### src/include/slbrs_pkg.sv
package slbrs_pkg;
  // Register byte offsets
  localparam logic [11:0] ADDR_BRK_STAT  = 12'h000;
  localparam logic [11:0] ADDR_RST_CAUSE = 12'h004;
  localparam logic [11:0] ADDR_BRK_CTRL  = 12'h008;
  // Field positions
  localparam int BIT_BRK_EXIT = 0;
  localparam int BIT_BREAK_CLEAR_ENABLE     = 0;
  localparam int CA_POR       = 7;
  localparam int CA_PIN       = 6;
  localparam int CA_WDOG      = 5;
  localparam int CA_OPC       = 4;
  localparam int CA_FETCH     = 3;
  localparam int CA_LV        = 1;
  // Reset values
  localparam logic [7:0] RST_CAUSE_VAL = 8'h80;
  localparam logic       RST_BREAK_CLEAR_ENABLE_VAL  = 1'b0;
  localparam logic       RST_EXIT_VAL  = 1'b0;
  // Recovery delays in oscillator cycles
  localparam int RECOV_LONG_CYC  = 4096;
  localparam int RECOV_SHORT_CYC = 32;
  localparam logic [11:0] RECOV_LONG_LAST  = 12'(RECOV_LONG_CYC - 1);
  localparam logic [11:0] RECOV_SHORT_LAST = 12'(RECOV_SHORT_CYC - 1);
  // Reset pin pull-down length in cycles
  localparam int PIN_PULL_CYC = 32;
  // Counter outlives the drive by the pin synchroniser depth
  localparam int PIN_SYNC_CYC = 2;
  localparam logic [5:0] PIN_PULL_LOAD = 6'(PIN_PULL_CYC + PIN_SYNC_CYC);
  localparam logic [5:0] PIN_OE_TAIL   = 6'(PIN_SYNC_CYC);
  localparam logic [1:0] RESP_OKAY   = 2'h0;
  localparam logic [1:0] RESP_SLVERR = 2'h2;

  typedef enum logic [1:0] {LP_RUN, LP_WAIT, LP_STOP, LP_RECOV} slbrs_lp_t;

  typedef struct packed {
    logic        awvalid;
    logic [11:0] awaddr;
    logic        wvalid;
    logic [31:0] wdata;
    logic [3:0]  wstrb;
    logic        bready;
    logic        arvalid;
    logic [11:0] araddr;
    logic        rready;
  } slbrs_axi_req_t;

  typedef struct packed {
    logic        awready;
    logic        wready;
    logic        bvalid;
    logic [1:0]  bresp;
    logic        arready;
    logic        rvalid;
    logic [31:0] rdata;
    logic [1:0]  rresp;
  } slbrs_axi_rsp_t;

  typedef struct packed {
    logic            pin_s1;
    logic            pin_s2;
    slbrs_lp_t       lp;
    logic [11:0]     cnt;
    logic            lim_short;
    logic            wake_irq;
    logic            exit_flag;
    logic [7:0]      cause;
    logic            break_clear_enable;
    logic            clr_allow;
    logic            cpu_clk_en;
    logic            base_clk_en;
    logic            clr_imask;
    logic            stack_go;
    logic            wdog_run;
    logic [5:0]      pull;
    logic            rst_oe;
    logic            aw_held;
    logic [11:0]     aw_addr;
    logic            w_held;
    logic [31:0]     w_data;
    logic [3:0]      w_strb;
    slbrs_axi_rsp_t  rsp;
  } slbrs_st_t;
endpackage

### src/rtl/slbrs_top.sv
`timescale 1ns/1ps
// Behaviour
// - BREAK_CLEAR_ENABLE clear blocks flag clearing in break
// - BREAK_CLEAR_ENABLE set lets break clears stick
// - two-step flags stay protected through break while BREAK_CLEAR_ENABLE clear
// - wait or stop clears interrupt mask
// - wait stops core clock, peripherals run
// - wait interrupt starts stacking next cycle
// - reset or break ends wait; break sets flag
// - watchdog runs in wait unless disabled
// - stop clears counter, gates base clock
// - stop ends on irq or break after recovery, on reset at once
// - recovery 4096 or 32 oscillator cycles
// - counter held in stop, counts during recovery
// - break in stop sets exit flag
// - exit flag cleared by write zero, reset
// - reading cause register clears all cause flags except any set in the same cycle
// - cause flags stay until register read
// - power-on sets POR flag, clears others
// - one cause flag records each reset
// - internal resets drive reset pin low
module slbrs_top
  import slbrs_pkg::*;
(
  input  wire logic           CLK,
  input  wire logic           RST,
  input  wire slbrs_axi_req_t AXI_REQ,
  output slbrs_axi_rsp_t      AXI_RSP,
  input  wire logic           WAIT_EXEC,
  input  wire logic           STOP_EXEC,
  input  wire logic           MOD_IRQ,
  input  wire logic           BRK_IRQ,
  input  wire logic           BRK_MODE,
  input  wire logic           SHORT_RECOV_SEL,
  input  wire logic           WDOG_DISABLE,
  input  wire logic           RST_PIN_I,
  input  wire logic           WDOG_RST,
  input  wire logic           BAD_OPCODE,
  input  wire logic           BAD_FETCH,
  input  wire logic           LOW_VOLT,
  output logic                FLAG_CLR_ALLOW,
  output logic                CPU_CLK_EN,
  output logic                BASE_CLK_EN,
  output logic                CLR_IMASK,
  output logic                STACK_GO,
  output logic                WDOG_RUN,
  output logic                RST_PIN_O,
  output logic                RST_PIN_OE
);

  slbrs_st_t q;
  slbrs_st_t n;

  function automatic logic strb_ok(input logic [3:0] s);
    strb_ok = s[0];
  endfunction

  logic        int_rst;
  logic        pin_rst;
  logic        any_rst;
  logic        wr_go;
  logic        rd_go;
  logic [7:0]  cause_set;

  always_comb
  begin
    int_rst = WDOG_RST | BAD_OPCODE | BAD_FETCH | LOW_VOLT;
    // Own pull-down echoes back through the synchroniser; mask it
    pin_rst = q.pin_s2 & (q.pull == 6'h00);
    any_rst = int_rst | pin_rst;
    wr_go   = q.aw_held & q.w_held & ~q.rsp.bvalid;
    rd_go   = AXI_REQ.arvalid & q.rsp.arready;
    // Priority picks a single cause when several fire together
    cause_set = 8'h00;
    if (pin_rst)
      cause_set[CA_PIN] = 1'b1;
    else if (WDOG_RST)
      cause_set[CA_WDOG] = 1'b1;
    else if (BAD_OPCODE)
      cause_set[CA_OPC] = 1'b1;
    else if (BAD_FETCH)
      cause_set[CA_FETCH] = 1'b1;
    else if (LOW_VOLT)
      cause_set[CA_LV] = 1'b1;

    n = q;
    n.pin_s1    = ~RST_PIN_I;
    n.pin_s2    = q.pin_s1;
    n.clr_imask = 1'b0;
    n.stack_go  = 1'b0;

    // Low-power sequencing
    case (q.lp)
      LP_RUN:
      begin
        if (!any_rst && WAIT_EXEC)
        begin
          n.lp        = LP_WAIT;
          n.clr_imask = 1'b1;
        end
        else if (!any_rst && STOP_EXEC)
        begin
          n.lp        = LP_STOP;
          n.clr_imask = 1'b1;
          n.cnt       = 12'h000;
        end
      end
      LP_WAIT:
      begin
        if (any_rst)
          n.lp = LP_RUN;
        else if (BRK_IRQ || MOD_IRQ)
        begin
          n.lp       = LP_RUN;
          n.stack_go = 1'b1;
        end
      end
      LP_STOP:
      begin
        n.cnt = 12'h000;
        if (any_rst)
          n.lp = LP_RUN;
        else if (BRK_IRQ || MOD_IRQ)
        begin
          n.lp        = LP_RECOV;
          // Short delay only suits canned oscillators
          n.lim_short = SHORT_RECOV_SEL;
          n.wake_irq  = 1'b1;
        end
      end
      LP_RECOV:
      begin
        n.cnt = q.cnt + 12'h001;
        if (any_rst)
          n.lp = LP_RUN;
        else if (q.cnt == (q.lim_short ? RECOV_SHORT_LAST
                                        : RECOV_LONG_LAST))
        begin
          n.lp       = LP_RUN;
          n.stack_go = q.wake_irq;
          n.wake_irq = 1'b0;
        end
      end
      default:
        n.lp = LP_RUN;
    endcase

    n.cpu_clk_en  = (n.lp == LP_RUN);
    n.base_clk_en = (n.lp == LP_RUN) || (n.lp == LP_WAIT);
    n.wdog_run    = ~WDOG_DISABLE && (n.lp != LP_STOP)
                    && (n.lp != LP_RECOV);
    // With break_clear_enable clear, peripherals keep any half-done two-step clear pending in break
    n.clr_allow   = ~BRK_MODE | q.break_clear_enable;

    // Reset pin pull-down for internal sources
    if (int_rst)
      n.pull = PIN_PULL_LOAD;
    else if (q.pull != 6'h00)
      n.pull = q.pull - 6'h01;
    n.rst_oe = (n.pull > PIN_OE_TAIL);

    // Bus write channel
    if (AXI_REQ.awvalid && q.rsp.awready)
    begin
      n.aw_held = 1'b1;
      n.aw_addr = AXI_REQ.awaddr;
    end
    if (AXI_REQ.wvalid && q.rsp.wready)
    begin
      n.w_held = 1'b1;
      n.w_data = AXI_REQ.wdata;
      n.w_strb = AXI_REQ.wstrb;
    end
    if (wr_go)
    begin
      n.aw_held    = 1'b0;
      n.w_held     = 1'b0;
      n.rsp.bvalid = 1'b1;
      n.rsp.bresp  = RESP_OKAY;
      if (q.aw_addr == ADDR_BRK_CTRL && strb_ok(q.w_strb))
        n.break_clear_enable = q.w_data[BIT_BREAK_CLEAR_ENABLE];
      else if (q.aw_addr == ADDR_BRK_STAT && strb_ok(q.w_strb))
      begin
        if (!q.w_data[BIT_BRK_EXIT])
          n.exit_flag = 1'b0;
      end
      else if (q.aw_addr != ADDR_RST_CAUSE)
        n.rsp.bresp = RESP_SLVERR;
    end
    else if (q.rsp.bvalid && AXI_REQ.bready)
      n.rsp.bvalid = 1'b0;
    n.rsp.awready = ~n.aw_held & ~n.rsp.bvalid;
    n.rsp.wready  = ~n.w_held & ~n.rsp.bvalid;

    // Bus read channel
    if (rd_go)
    begin
      n.rsp.rvalid = 1'b1;
      n.rsp.rresp  = RESP_OKAY;
      n.rsp.rdata  = 32'h0000_0000;
      case (AXI_REQ.araddr)
        ADDR_BRK_STAT:
          n.rsp.rdata[BIT_BRK_EXIT] = q.exit_flag;
        ADDR_RST_CAUSE:
        begin
          n.rsp.rdata[7:0] = q.cause;
          n.cause          = 8'h00;
        end
        ADDR_BRK_CTRL:
          n.rsp.rdata[BIT_BREAK_CLEAR_ENABLE] = q.break_clear_enable;
        default:
          n.rsp.rresp = RESP_SLVERR;
      endcase
    end
    else if (q.rsp.rvalid && AXI_REQ.rready)
      n.rsp.rvalid = 1'b0;
    n.rsp.arready = ~n.rsp.rvalid;

    // Set wins over clear; flags held until read
    n.cause = n.cause | cause_set;
    // Break ends a low-power mode; a running break leaves the flag
    if (BRK_IRQ && !any_rst &&
        (q.lp == LP_WAIT || q.lp == LP_STOP))
      n.exit_flag = 1'b1;
  end

  always_ff @(posedge CLK or posedge RST)
  begin
    if (RST)
    begin
      q             <= '0;
      q.lp          <= LP_RUN;
      q.cause       <= RST_CAUSE_VAL;
      q.exit_flag   <= RST_EXIT_VAL;
      q.break_clear_enable        <= RST_BREAK_CLEAR_ENABLE_VAL;
      q.clr_allow   <= 1'b1;
      q.cpu_clk_en  <= 1'b1;
      q.base_clk_en <= 1'b1;
    end
    else
      q <= n;
  end

  assign AXI_RSP        = q.rsp;
  assign FLAG_CLR_ALLOW = q.clr_allow;
  assign CPU_CLK_EN     = q.cpu_clk_en;
  assign BASE_CLK_EN    = q.base_clk_en;
  assign CLR_IMASK      = q.clr_imask;
  assign STACK_GO       = q.stack_go;
  assign WDOG_RUN       = q.wdog_run;
  assign RST_PIN_O      = 1'b0;
  assign RST_PIN_OE     = q.rst_oe;
endmodule

### config.mk
export PLATFORM = sky130hd
export DESIGN_NAME = slbrs_top
export DESIGN_NICKNAME = d
export VERILOG_FILES = /design/src/include/slbrs_pkg.sv /design/src/rtl/slbrs_top.sv
export SDC_FILE = /design/constraint.sdc
export NUM_CORES = 1
export LEC_CHECK = 0
export ABC_AREA = 1
export BUFFER_PORTS_ARGS = -buffer_cell sky130_fd_sc_hd__buf_2
export CAP_MARGIN = 10
export CELL_PAD_IN_SITES_DETAIL_PLACEMENT = 0
export CELL_PAD_IN_SITES_GLOBAL_PLACEMENT = 1
export CORE_ASPECT_RATIO = 2
export CORE_MARGIN = 4
export CORE_UTILIZATION = 29
export DETAILED_ROUTE_END_ITERATION = 7
export PLACE_DENSITY = 0.66
export SLEW_MARGIN = 15
export SYNTH_ARGS = -nofsm -noshare
export SYNTH_HDL_FRONTEND = slang
export SYNTH_SLANG_ARGS = --single-unit
### constraint.sdc
create_clock -name CLK -period 4.4 [get_ports CLK]
set_clock_uncertainty 0.2 [all_clocks]
set_input_delay 0.22 -clock CLK [delete_from_list [all_inputs] [get_ports CLK]]
set_output_delay 0.22 -clock CLK [all_outputs]
set_load 0.05 [all_outputs]
Word level (Yosys, flattened, before mapping)
Index checks and enable logic that the tools add are counted.
Word-level totals
  latch bits: 0
  memories: 0
  bits in read-only memories: 0
  register bits: 108
  input port bits: 79
  memory bits (writable): 0
  logic and storage cells: 165
  output and inout port bits: 49
Cells by class
  add/subtract/negate cells: 2
  bitwise operators: 21
  shifts and indexed selects: 0
  eq/ne operators: 19
  reductions and logical operators: 32
  $mul: 0
  multiplexer cells: 60
  div/mod/pow operators: 0
  magnitude comparators: 1
Operator list (count)
  37-bit two-way mux: 1
  12-bit one-hot mux with 3 select lines: 1
  1-bit two-way mux: 32
  12-bit by 4-bit == test with 1-bit output, second input constant: 2
  12-bit zero test: 2
  12-bit two-way mux: 2
  2-bit two-way mux: 12
  8-bit two-way mux: 2
  2-bit != test, second input constant: 8
  14-bit two-way mux: 1
  13-bit two-way mux: 1
  12-bit by 1-bit adder with 12-bit output, second input constant: 1
  12-bit == test: 1
  12-bit by 3-bit == test with 1-bit output, second input constant: 1
  1-bit logical AND: 12
  6-bit two-way mux: 2
  12-bit by 3-bit != test with 1-bit output, second input constant: 1
  1-bit inverter: 9
  8-bit by 7-bit OR with 8-bit output: 1
  2-bit one-hot mux with 4 select lines: 1
  7-bit two-way mux: 1
  1-bit bitwise AND: 6
  6-bit by 2-bit greater-than comparator with 1-bit output, second input constant: 1
  6-bit zero test: 1
  other kinds (19): 33

Longest topological paths before layout
Gate-level depths: netlist of run 1.
  depth in word-level cells: 12
  gate-level depth with buffers: 12
  gate-level depth less buffers: 12

Worst setup path before layout of run 1
OpenSTA, ideal clock, no wires.
  kind: reg2reg
  start point: register q[92] in the netlist's numbering
  end point: register q[119] in the netlist's numbering
  stages on the path, launching flop included: 12
  data required time: 4.082 ns
  path slack: 2.698 ns
  period minus slack after synthesis: 1.702 ns
  data arrival time: 1.385 ns
  cell sequence: dfrtp_1 > inv_1 > ha_1 > nand2_2 > nor2_4 > nand3_4 > nand3_4 > o21ai_4 > nand2_4 > buf_6 > nand2_1 > o21ai_2
On the way
  longest elaborated chain between the ends: 7
  elaborated cells on any way between the ends: 9
RTL lines
  start: declaration: RTL line slbrs_top.sv:51  | slbrs_st_t q;
  start signal: assignment: RTL line slbrs_top.sv:241  | q <= n;
  6-bit zero test (*): RTL line slbrs_top.sv:69  | pin_rst = q.pin_s2 & (q.pull == 6'h00);
  1-bit bitwise AND (*): RTL line slbrs_top.sv:69
  1-bit OR (*): RTL line slbrs_top.sv:70  | any_rst = int_rst | pin_rst;
  1-bit zero test (*): RTL line slbrs_top.sv:96, slbrs_top.sv:101
  1-bit logical AND (on tied branches): RTL line slbrs_top.sv:101, slbrs_top.sv:96
  2-bit != test (no source line)
  3-bit AND reduction (no source line) (*)
Mark *: on every way between the ends. The rest lies on a longest branch, timed or not.
A chain may end at the register's enable or synchronous reset.

==> impl_metrics.yaml, run 1 <==
global_route:
  grt_pass1_wl_um: 14020
  grt_max_degree: 49
  grt_pass1_vias: 2985
  grt_overflow: 0
  antenna_found_initial: 0
  grt_usage: 0.1236
power_and_ir_drop:
  swShare: 0.3629
  seqPwrFrac: 0.370
  pwr-share-comb: 0.283
  p_clk_frac: 0.347
  power_density_nw_per_um2: 490.4
  intPower_mw: 1.422
  switchingPower_uw: 810.3
  peakVddDrop_uv: 304.7
  leakage_nw: 2.199
final_layout:
  fin_nets: 604
  diodes: 0
  regArea_um2: 1732
  syn2layout_area_growth_pct: 22.57
  drive_gt1_frac: 0.2462
  fillers: 1342
  multi_input_area_um2: 1509
  final_cells: 674
detailed_routing:
  avgViaCountPerCell: 4.319
  drtPass1Iterations: 4
  vias: 2911
  drcViolationCount: 0
  wl_um: 8430
  ant_nets: 0
  routedWlPerCell_um: 12.51
  drt_iter0_drc: 102
worst_setup_path:
  crit_buf_inv: 3
  critPathKind: "reg2reg"
  crit_cells: 8
  rr_startpoint: "q[92]"
  crit_required_ns: 4.42
  cp.arrival_ns: 2.16
  worstSetupEndpoint: "q[109]"
  cp_slowest_cell: "dlygate4sd3_1"
  worstSetupEndpointType: "flip-flop"
  cp-start-kind: "flip-flop"
  crit_family: "buffers and inverters"
  worst_r2r_path_depth: 8
  max_stage_delay_ns: 0.57
  cp_cell_sequence: "inv_1 > ha_1 > nand2_2 > nor2_4 > nand3_4 > inv_2 > o32ai_1 > dlygate4sd3_1"
  rr_endpoint: "q[109]"
  startpoint: "q[92]"
  reg2reg_slack_ns: 2.25
  critPathMaxFanout: 6
placement:
  hpwl_um: 6597
  gp_congestion: 0.8167
  port_buffers: 65
  place_ws_ns: 2.382
  place_inst: 633
floorplan:
  start_util: 0.2959
  io_pins: 128
  std_cell_rows: 58
  dieArea_um2: 14790
  die_w_um: 88.03
  core_um2: 12550
  die_h_um: 168.1
synth:
  ys_seq_area_frac: 0.4662
  synth_mux_area_frac: 0
  synthXorXnorAreaFrac: 0.009431
  synth-seq-cells: 69
  ys_warn_count: 0
  synth-simple-area-share: 0.2462
  synthAdderAreaFrac: 0.02021
  synth_top_family_by_area: "simple AND/OR/NAND/NOR gates"
  synth_cells: 438
  synthDistinctLibCells: 37
  synth.avg_cell_area_um2: 8.481
  netlist_area_um2: 3715
  synth_compound_area_frac: 0.1021
clocking:
  cts_max_path_buffers: 2
  path_clk_slew_ns: 0.06
  cts_tree: "yes"
  clkSinkCount: 69
  cts_root_buffer: "clkbuf_16"
  htree_num_levels: 3
  cts_setup_buffers: 0
  clk_latency_ns: 0.34
  cts_buffers: 9
sta:
  slew_violations: 0
  fin_crit_ns: 2.147
  tightestPinTransition_ns: 1.007
  tns_ns: 0
  fin_crit_sh: 0.4879
  finalSetupViolations: 0
  rsz0062_at_grt: "no"
  max-slew-margin-rel: 0.3279
  hold_violations: 0
  fmax_ghz: 0.4658
  worst_slack_ns: 2.253
status:
  status: "completed"
worst_hold_path:
  hold_path_class: "in2reg"
job:
  drv_cap: 0
## cell usage in the layout (no fill, tap or decap), types with 6 or more instances in the layout
| cell type | count |
|---|---|
| a21oi_1 | 12 |
| buf_2 | 65 |
| clkbuf_16 | 9 |
| conb_1 | 28 |
| dfrtp_1 | 65 |
| dlygate4sd3_1 | 25 |
| ha_1 | 6 |
| inv_1 | 52 |
| nand2_1 | 86 |
| nand2_2 | 10 |
| nand3_1 | 26 |
| nor2_1 | 38 |
| o21ai_0 | 30 |
| o21ai_2 | 10 |
| or2_2 | 6 |
## repair_timing
| action | 4_1_cts | 5_1_grt |
|---|---|---|
| resized for setup | 0 | 0 |
| hold buffers | 25 | 0 |
| endpoints found under the hold margin | 69 | 0 |
## synthesized netlist by cell type, drive strengths merged
library cell | instances | share of area
or2 | 7 | 0.012
clkbuf | 3 | 0.0030
o211ai | 1 | 0.0020
o21bai | 1 | 0.0020
nor2 | 44 | 0.055
a211oi | 1 | 0.0020
nand4 | 5 | 0.0084
a21oi | 12 | 0.016
o21ai | 41 | 0.068
ha | 6 | 0.020
dfrtp | 65 | 0.44
a22o | 1 | 0.0024
xor2 | 4 | 0.0094
clkinv | 1 | 0.0013
o32ai | 2 | 0.0047
nand2 | 97 | 0.11
nor3 | 4 | 0.0054
buf | 45 | 0.093
o22ai | 1 | 0.0017
nand3 | 29 | 0.049
nand3b | 4 | 0.0081
a32o | 1 | 0.0027
conb | 1 | 0.0010
nor4 | 1 | 0.0017
dfstp | 4 | 0.028
inv | 57 | 0.058
## cell type report
class,instances,share of cell area
Sequential cell,69,0.3803
Multi-Input combinational cell,290,0.3314
Timing Repair Buffer,91,0.1281
Clock buffer,9,0.04946
Inverter,58,0.04809
Tap cell,150,0.04122
Clock inverter,7,0.02143
## state kept, by name, indices dropped and copies added, names as in the netlist
register and cells:
RST_PIN_OE 1, FLAG_CLR_ALLOW 1, CPU_CLK_EN 1, AXI_RSP 14
STACK_GO 1, BASE_CLK_EN 1, q 47, WDOG_RUN 1
CLR_IMASK 1, n 1
## metal layers
metal,GRT usage,vias up,part of all wire
met4,0.04474,0,0.020
met2,0.2411,60,0.59
met5,0,-,0
li1,-,1483,-
met1,0.1172,1356,0.34
met3,0.03379,12,0.045
## tightest hold or removal path: cells and delay by family
family / cells / cell delay [ns]
simple gates: 3 / 0.20
buf+inv: 1 / 0.08
## kinds of logic (layout without fill, tap and decap cells)
logic type | count (synthesis) | in the layout
xor+xnor | 4 | 4
flops | 69 | 69
buf+inv | 106 | 165
fa+ha+maj | 6 | 6
compound gates | 61 | 61
simple gates | 191 | 191
other cells | 1 | 28
## how the worst min path moves through the flow
stage / from / endpoint / slack [ns] / depth (start not counted)
after floorplan: BRK_MODE / FLAG_CLR_ALLOW / 0.06 / 1
after global placement: n[130] / q[130] / 0.14 / 0
after detailed placement: n[130] / q[130] / 0.14 / 0
after CTS: AXI_REQ[64] / q[89] / 0.0003 / 4
after global routing: MOD_IRQ / STACK_GO / 0.03 / 3
final: AXI_REQ[64] / q[89] / 0.01 / 4
## metrics by stage
| stage | power (mW) | area (µm²) | utilization | hold WS, ns |
|---|---|---|---|---|
| finish | 2.233 | 4553 | 0.3627 | 0.01059 |
| global placement | 1.447 | 3980 | 0.3170 | 0.1376 |
| global route | 2.372 | 4553 | 0.3627 | 0.02588 |
| floorplan | 1.378 | 3816 | - | 0.06347 |
| CTS | 2.269 | 4553 | 0.3627 | 0.0002965 |
| detailed placement | 1.464 | 3980 | 0.3170 | 0.1412 |
## power groups by stage
stage                     clock [mW]  combinational [mW]  sequential, mW
final                          0.775               0.631           0.827
after global routing           0.824               0.706           0.842
after CTS                      0.796               0.644           0.829
after detailed placement           0               0.625           0.838
after global placement             0               0.614           0.833
after floorplan                    0               0.513           0.865
Power figures use the tool's default switching activity.
==> run 2: changes to the inputs <==
- clock period: 4.4 -> 2 ns (I/O delays scaled with it)
==> impl_metrics.yaml, run 2 (synthesized netlist as in run 1, its figures left out) <==
status:
  status: "completed"
detailed_routing:
  routedWlPerCell_um: 12.64
  drt_iter0_drc: 86
  wl_um: 8860
  drtPass1Iterations: 4
  vias: 3052
  drcViolationCount: 0
  ant_nets: 0
  avgViaCountPerCell: 4.354
global_route:
  grt_overflow: 0
  grt_max_degree: 62
  grt_pass1_vias: 3181
  antenna_found_initial: 0
  grt_usage: 0.1249
  grt_pass1_wl_um: 14530
worst_setup_path:
  critPathKind: "reg2reg"
  critPathMaxFanout: 11
  rr_startpoint: "q[92]"
  worstSetupEndpointType: "flip-flop"
  crit_required_ns: 2.06
  cp.arrival_ns: 1.94
  cp-start-kind: "flip-flop"
  worst_r2r_path_depth: 11
  rr_endpoint: "q[126]"
  reg2reg_slack_ns: 0.12
final_layout:
  diodes: 0
  stdcell_area_um2: 4903
  largest_reg_flops: 47
  final_cells: 701
  fin_nets: 631
  syn2layout_area_growth_pct: 32.00
  drive_gt1_frac: 0.2541
  layout_common_cells: "nand2_1 (85), dfrtp_1 (65), buf_2 (65)"
  final_common_cell: "nand2_1"
  largest_register: "q"
power_and_ir_drop:
  peakVddDrop_uv: 685.7
  total_power_mw: 5.460
  power_density_nw_per_um2: 1114
  leakage_nw: 2.348
placement:
  place_ws_ns: 0.05369
  place_area_um2: 4019
  port_buffers: 65
  gp_congestion: 0.7938
  hpwl_um: 6480
  place_inst: 636
sta:
  finalSetupViolations: 0
  fin_crit_ns: 1.878
  rsz0062_at_grt: "no"
  fmax_ghz: 0.5324
  worst_slack_ns: 0.1216
  fin_crit_sh: 0.9392
  tns_ns: 0
  hold_violations: 0
  slew_violations: 0
floorplan:
  dieArea_um2: 14790
  start_util: 0.2959
  std_cell_rows: 58
  die_w_um: 88.03
  core_um2: 12550
  die_h_um: 168.1
  io_pins: 128
clocking:
  cts_tree: "yes"
  htree_num_levels: 3
  path_clk_slew_ns: 0.06
  cts_max_path_buffers: 2
  clk_latency_ns: 0.33
  clkSinkCount: 69
  cts_root_buffer: "clkbuf_16"
  cts_buffers: 9
worst_hold_path:
  hold_path.startpoint: "AXI_REQ[64]"
  hold_path_class: "in2reg"
  holdPathStages: 5
  hold_end: "q[90]"
job:
  drv_cap: 0
==> run 2: changes by cell type in the layout (fill, tap and decap cells not counted), moves of 2 or more <==
cell           previous run  this run
buf_12                    0         2
dlygate4sd3_1            25        43
nand2_8                   0         2
buf_4                     1         5
==> run 2: worst max-delay path, cell delays in order, from the launching register on <==
cell,delay [ns]
dfrtp_1,0.37
inv_1,0.11
ha_2,0.20
nand2_2,0.08
nor2_4,0.13
nand3_4,0.13
nand3_4,0.11
o21ai_4,0.08
buf_12,0.15
nand2_8,0.13
nand2_2,0.06
o21ai_2,0.05
==> run 2: how the worst max path moves through the flow <==
stage,startpoint,end,depth (start not counted)
floorplan,q[92],q[119],11
global placement,q[92],q[122],10
detailed placement,q[92],q[123],10
CTS,q[92],q[123],10
global route,q[92],q[126],11
finish,q[92],q[126],11
==> run 2: cell type report <==
class | instances | area, µm²
Clock inverter | 6 | 118.9
Timing Repair Buffer | 116 | 844.6
Fill cell | 1295 | 7651
Sequential cell | 69 | 1732
Clock buffer | 10 | 239.0
Tap cell | 150 | 187.7
Multi-Input combinational cell | 292 | 1559
Inverter | 58 | 222.7
==> run 2: metal layers <==
layer,wire length [µm],vias up,part of all wire,track usage
met4,258,0,0.029,0.05132
met1,3097,1431,0.35,0.1233
li1,-,1536,-,-
met2,5127,67,0.58,0.2408
met3,376,18,0.042,0.02644
met5,0,-,0,0
==> run 2: metrics by stage <==
stage | hold slack (ns) | utilization
2_1_floorplan | -0.05653 | -
4_1_cts | 0.001364 | 0.3829
3_3_place_gp | -0.1506 | 0.3201
6_report | 0.005602 | 0.3906
3_5_place_dp | -0.1490 | 0.3201
5_1_grt | 0.06136 | 0.3906
==> run 2: timing repair <==
item,4_1_cts,5_1_grt
gates resized for setup,0,6
setup endpoints to repair,0,15
hold buffers,43,0
hold endpoints to repair,106,0
setup buffers,0,4
==> run 2: power breakdown <==
part           switching (mW)  leakage (nW)  total (mW)  internal [mW]
sequential              0.129         0.845        1.81           1.68
combinational            1.18          1.33        1.75          0.570
clock                   0.632         0.175        1.90           1.26
==> run 3: changes to the inputs <==
- CORE_UTILIZATION: 29 -> 30
- PLACE_DENSITY: 0.66 -> 0.68
==> impl_metrics.yaml, run 3 (synthesized netlist as in run 1, its figures left out) <==
final_layout:
  drive_gt1_frac: 0.2472
  final_common_cell: "nand2_1"
  fin_util: 0.3883
  layout_common_cells: "nand2_1 (86), dfrtp_1 (65), buf_2 (65)"
  largest_reg_flops: 47
  syn2layout_area_growth_pct: 26.74
  largest_register: "q"
  fin_nets: 622
  diodes: 0
  final_cells: 689
sta:
  tightestPinTransition_ns: 0.5770
  worst_slack_ns: 0.1286
  fin_crit_sh: 0.9357
  max-slew-margin-rel: 0.6145
  rsz0062_at_grt: "no"
  tns_ns: 0
  hold_violations: 0
  fmax_ghz: 0.5344
  slew_violations: 0
  fin_crit_ns: 1.871
  finalSetupViolations: 0
  hold_slack_ns: 0.008671
power_and_ir_drop:
  swShare: 0.3805
  intPower_mw: 2.975
  p_clk_frac: 0.310
  peakVddDrop_uv: 693.3
  seqPwrFrac: 0.378
  leakage_nw: 2.261
  power_density_nw_per_um2: 1020
  pwr-share-comb: 0.313
  switchingPower_mw: 1.827
detailed_routing:
  avgViaCountPerCell: 4.398
  drt_iter0_drc: 83
  wl_um: 8484
  routedWlPerCell_um: 12.31
  vias: 3030
  ant_nets: 0
  drcViolationCount: 0
  drtPass1Iterations: 6
global_route:
  use_met2: 0.2535
  grt_overflow: 0
  grtUsageMet1: 0.1217
  grt_max_degree: 27
  met3_usage: 0.03128
  grt_pass1_vias: 3139
  grt.busiest_layer: "met2"
  grt_pass1_wl_um: 14230
  grt_usage: 0.1280
  antenna_found_initial: 0
worst_setup_path:
  cp_slowest_cell: "dfrtp_1"
  rr_startpoint: "q[92]"
  rr_endpoint: "q[119]"
  worst_r2r_path_depth: 10
  critPathMaxFanout: 22
  cp.arrival_ns: 1.89
  worstSetupEndpointType: "flip-flop"
  max_stage_delay_ns: 0.32
  cp-start-kind: "flip-flop"
  critPathKind: "reg2reg"
  reg2reg_slack_ns: 0.13
  cp_cell_sequence: "inv_1 > ha_1 > nand2_2 > nor2_4 > nand3_4 > nand3_4 > o21ai_4 > nand2_8 > nand2_1 > o21ai_2"
  crit_top_cell: "nand3_4"
  crit_required_ns: 2.01
floorplan:
  die_h_um: 165.4
  std_cell_rows: 57
  io_pins: 128
  dieArea_um2: 14340
  core_um2: 12120
  start_util: 0.3064
  die_w_um: 86.69
status:
  status: "completed"
clocking:
  cts_tree: "yes"
  cts_max_path_buffers: 2
  htree_num_levels: 3
  path_clk_slew_ns: 0.06
  clkSinkCount: 69
  clk_latency_ns: 0.33
  cts_root_buffer: "clkbuf_16"
  cts_buffers: 9
worst_hold_path:
  hold_path_class: "in2reg"
  holdPathStages: 5
  hold_path.startpoint: "AXI_REQ[6]"
  hold_end: "AXI_RSP[1]"
job:
  drv_cap: 0
placement:
  hpwl_um: 6547
  port_buffers: 65
  gp_congestion: 0.7283
  place_inst: 635
  place_ws_ns: 0.05316
run 3: timing repair:
action | 4_1_cts | 5_1_grt
gates resized for setup | 0 | 2
endpoints found under the hold margin | 63 | 0
setup buffers | 0 | 0
endpoints found under the setup margin | 0 | 13
hold buffers | 38 | 0
run 3: how the worst max path moves through the flow:
stage / start / endpoint / slack, ns / depth (start not counted)
2_1_floorplan: q[92] / q[119] / 0.30 / 11
3_3_place_gp: q[92] / q[119] / 0.10 / 10
3_5_place_dp: q[92] / q[123] / 0.05 / 10
4_1_cts: q[92] / q[123] / 0.03 / 10
5_1_grt: q[92] / q[119] / 0.003 / 10
6_report: q[92] / q[119] / 0.13 / 10
run 3: power groups by stage:
stage	combinational, mW	sequential, mW	clock [mW]
global route	1.67	1.85	1.62
finish	1.50	1.81	1.49
floorplan	1.13	1.90	0
global placement	1.36	1.83	0
CTS	1.50	1.82	1.55
detailed placement	1.39	1.84	0
run 3: worst max-delay path: cells and delay by family, from the launching register on:
| family | cells | cell delay, ns |
|---|---|---|
| AO/OA/AOI/OAI | 2 | 0.28 |
| adder cells (fa/ha/maj) | 1 | 0.23 |
| flip-flops | 1 | 0.32 |
| buffers and inverters | 1 | 0.07 |
| AND/OR/NAND/NOR | 6 | 0.66 |
run 3: metrics by stage:
step / power [mW] / instance area (µm²)
6_report: 4.802 / 4708
3_5_place_dp: 3.226 / 4030
2_1_floorplan: 3.032 / 3820
5_1_grt: 5.135 / 4708
4_1_cts: 4.865 / 4695
3_3_place_gp: 3.195 / 4030
run 3: layout make-up:
type,count,area (µm²)
Multi-Input combinational cell,290,1523
Clock inverter,7,58.81
Sequential cell,69,1732
Timing Repair Buffer,109,763.2
Inverter,58,222.7
Clock buffer,9,225.2
Tap cell,147,183.9
Fill cell,1285,7416
run 3: routing by layer:
| metal | vias to the layer above | wire length, µm | share of wire |
|---|---|---|---|
| met5 | - | 0 | 0 |
| met4 | 0 | 112 | 0.013 |
| met3 | 8 | 318 | 0.037 |
| met2 | 56 | 5097 | 0.60 |
| met1 | 1448 | 2956 | 0.35 |
| li1 | 1518 | - | - |
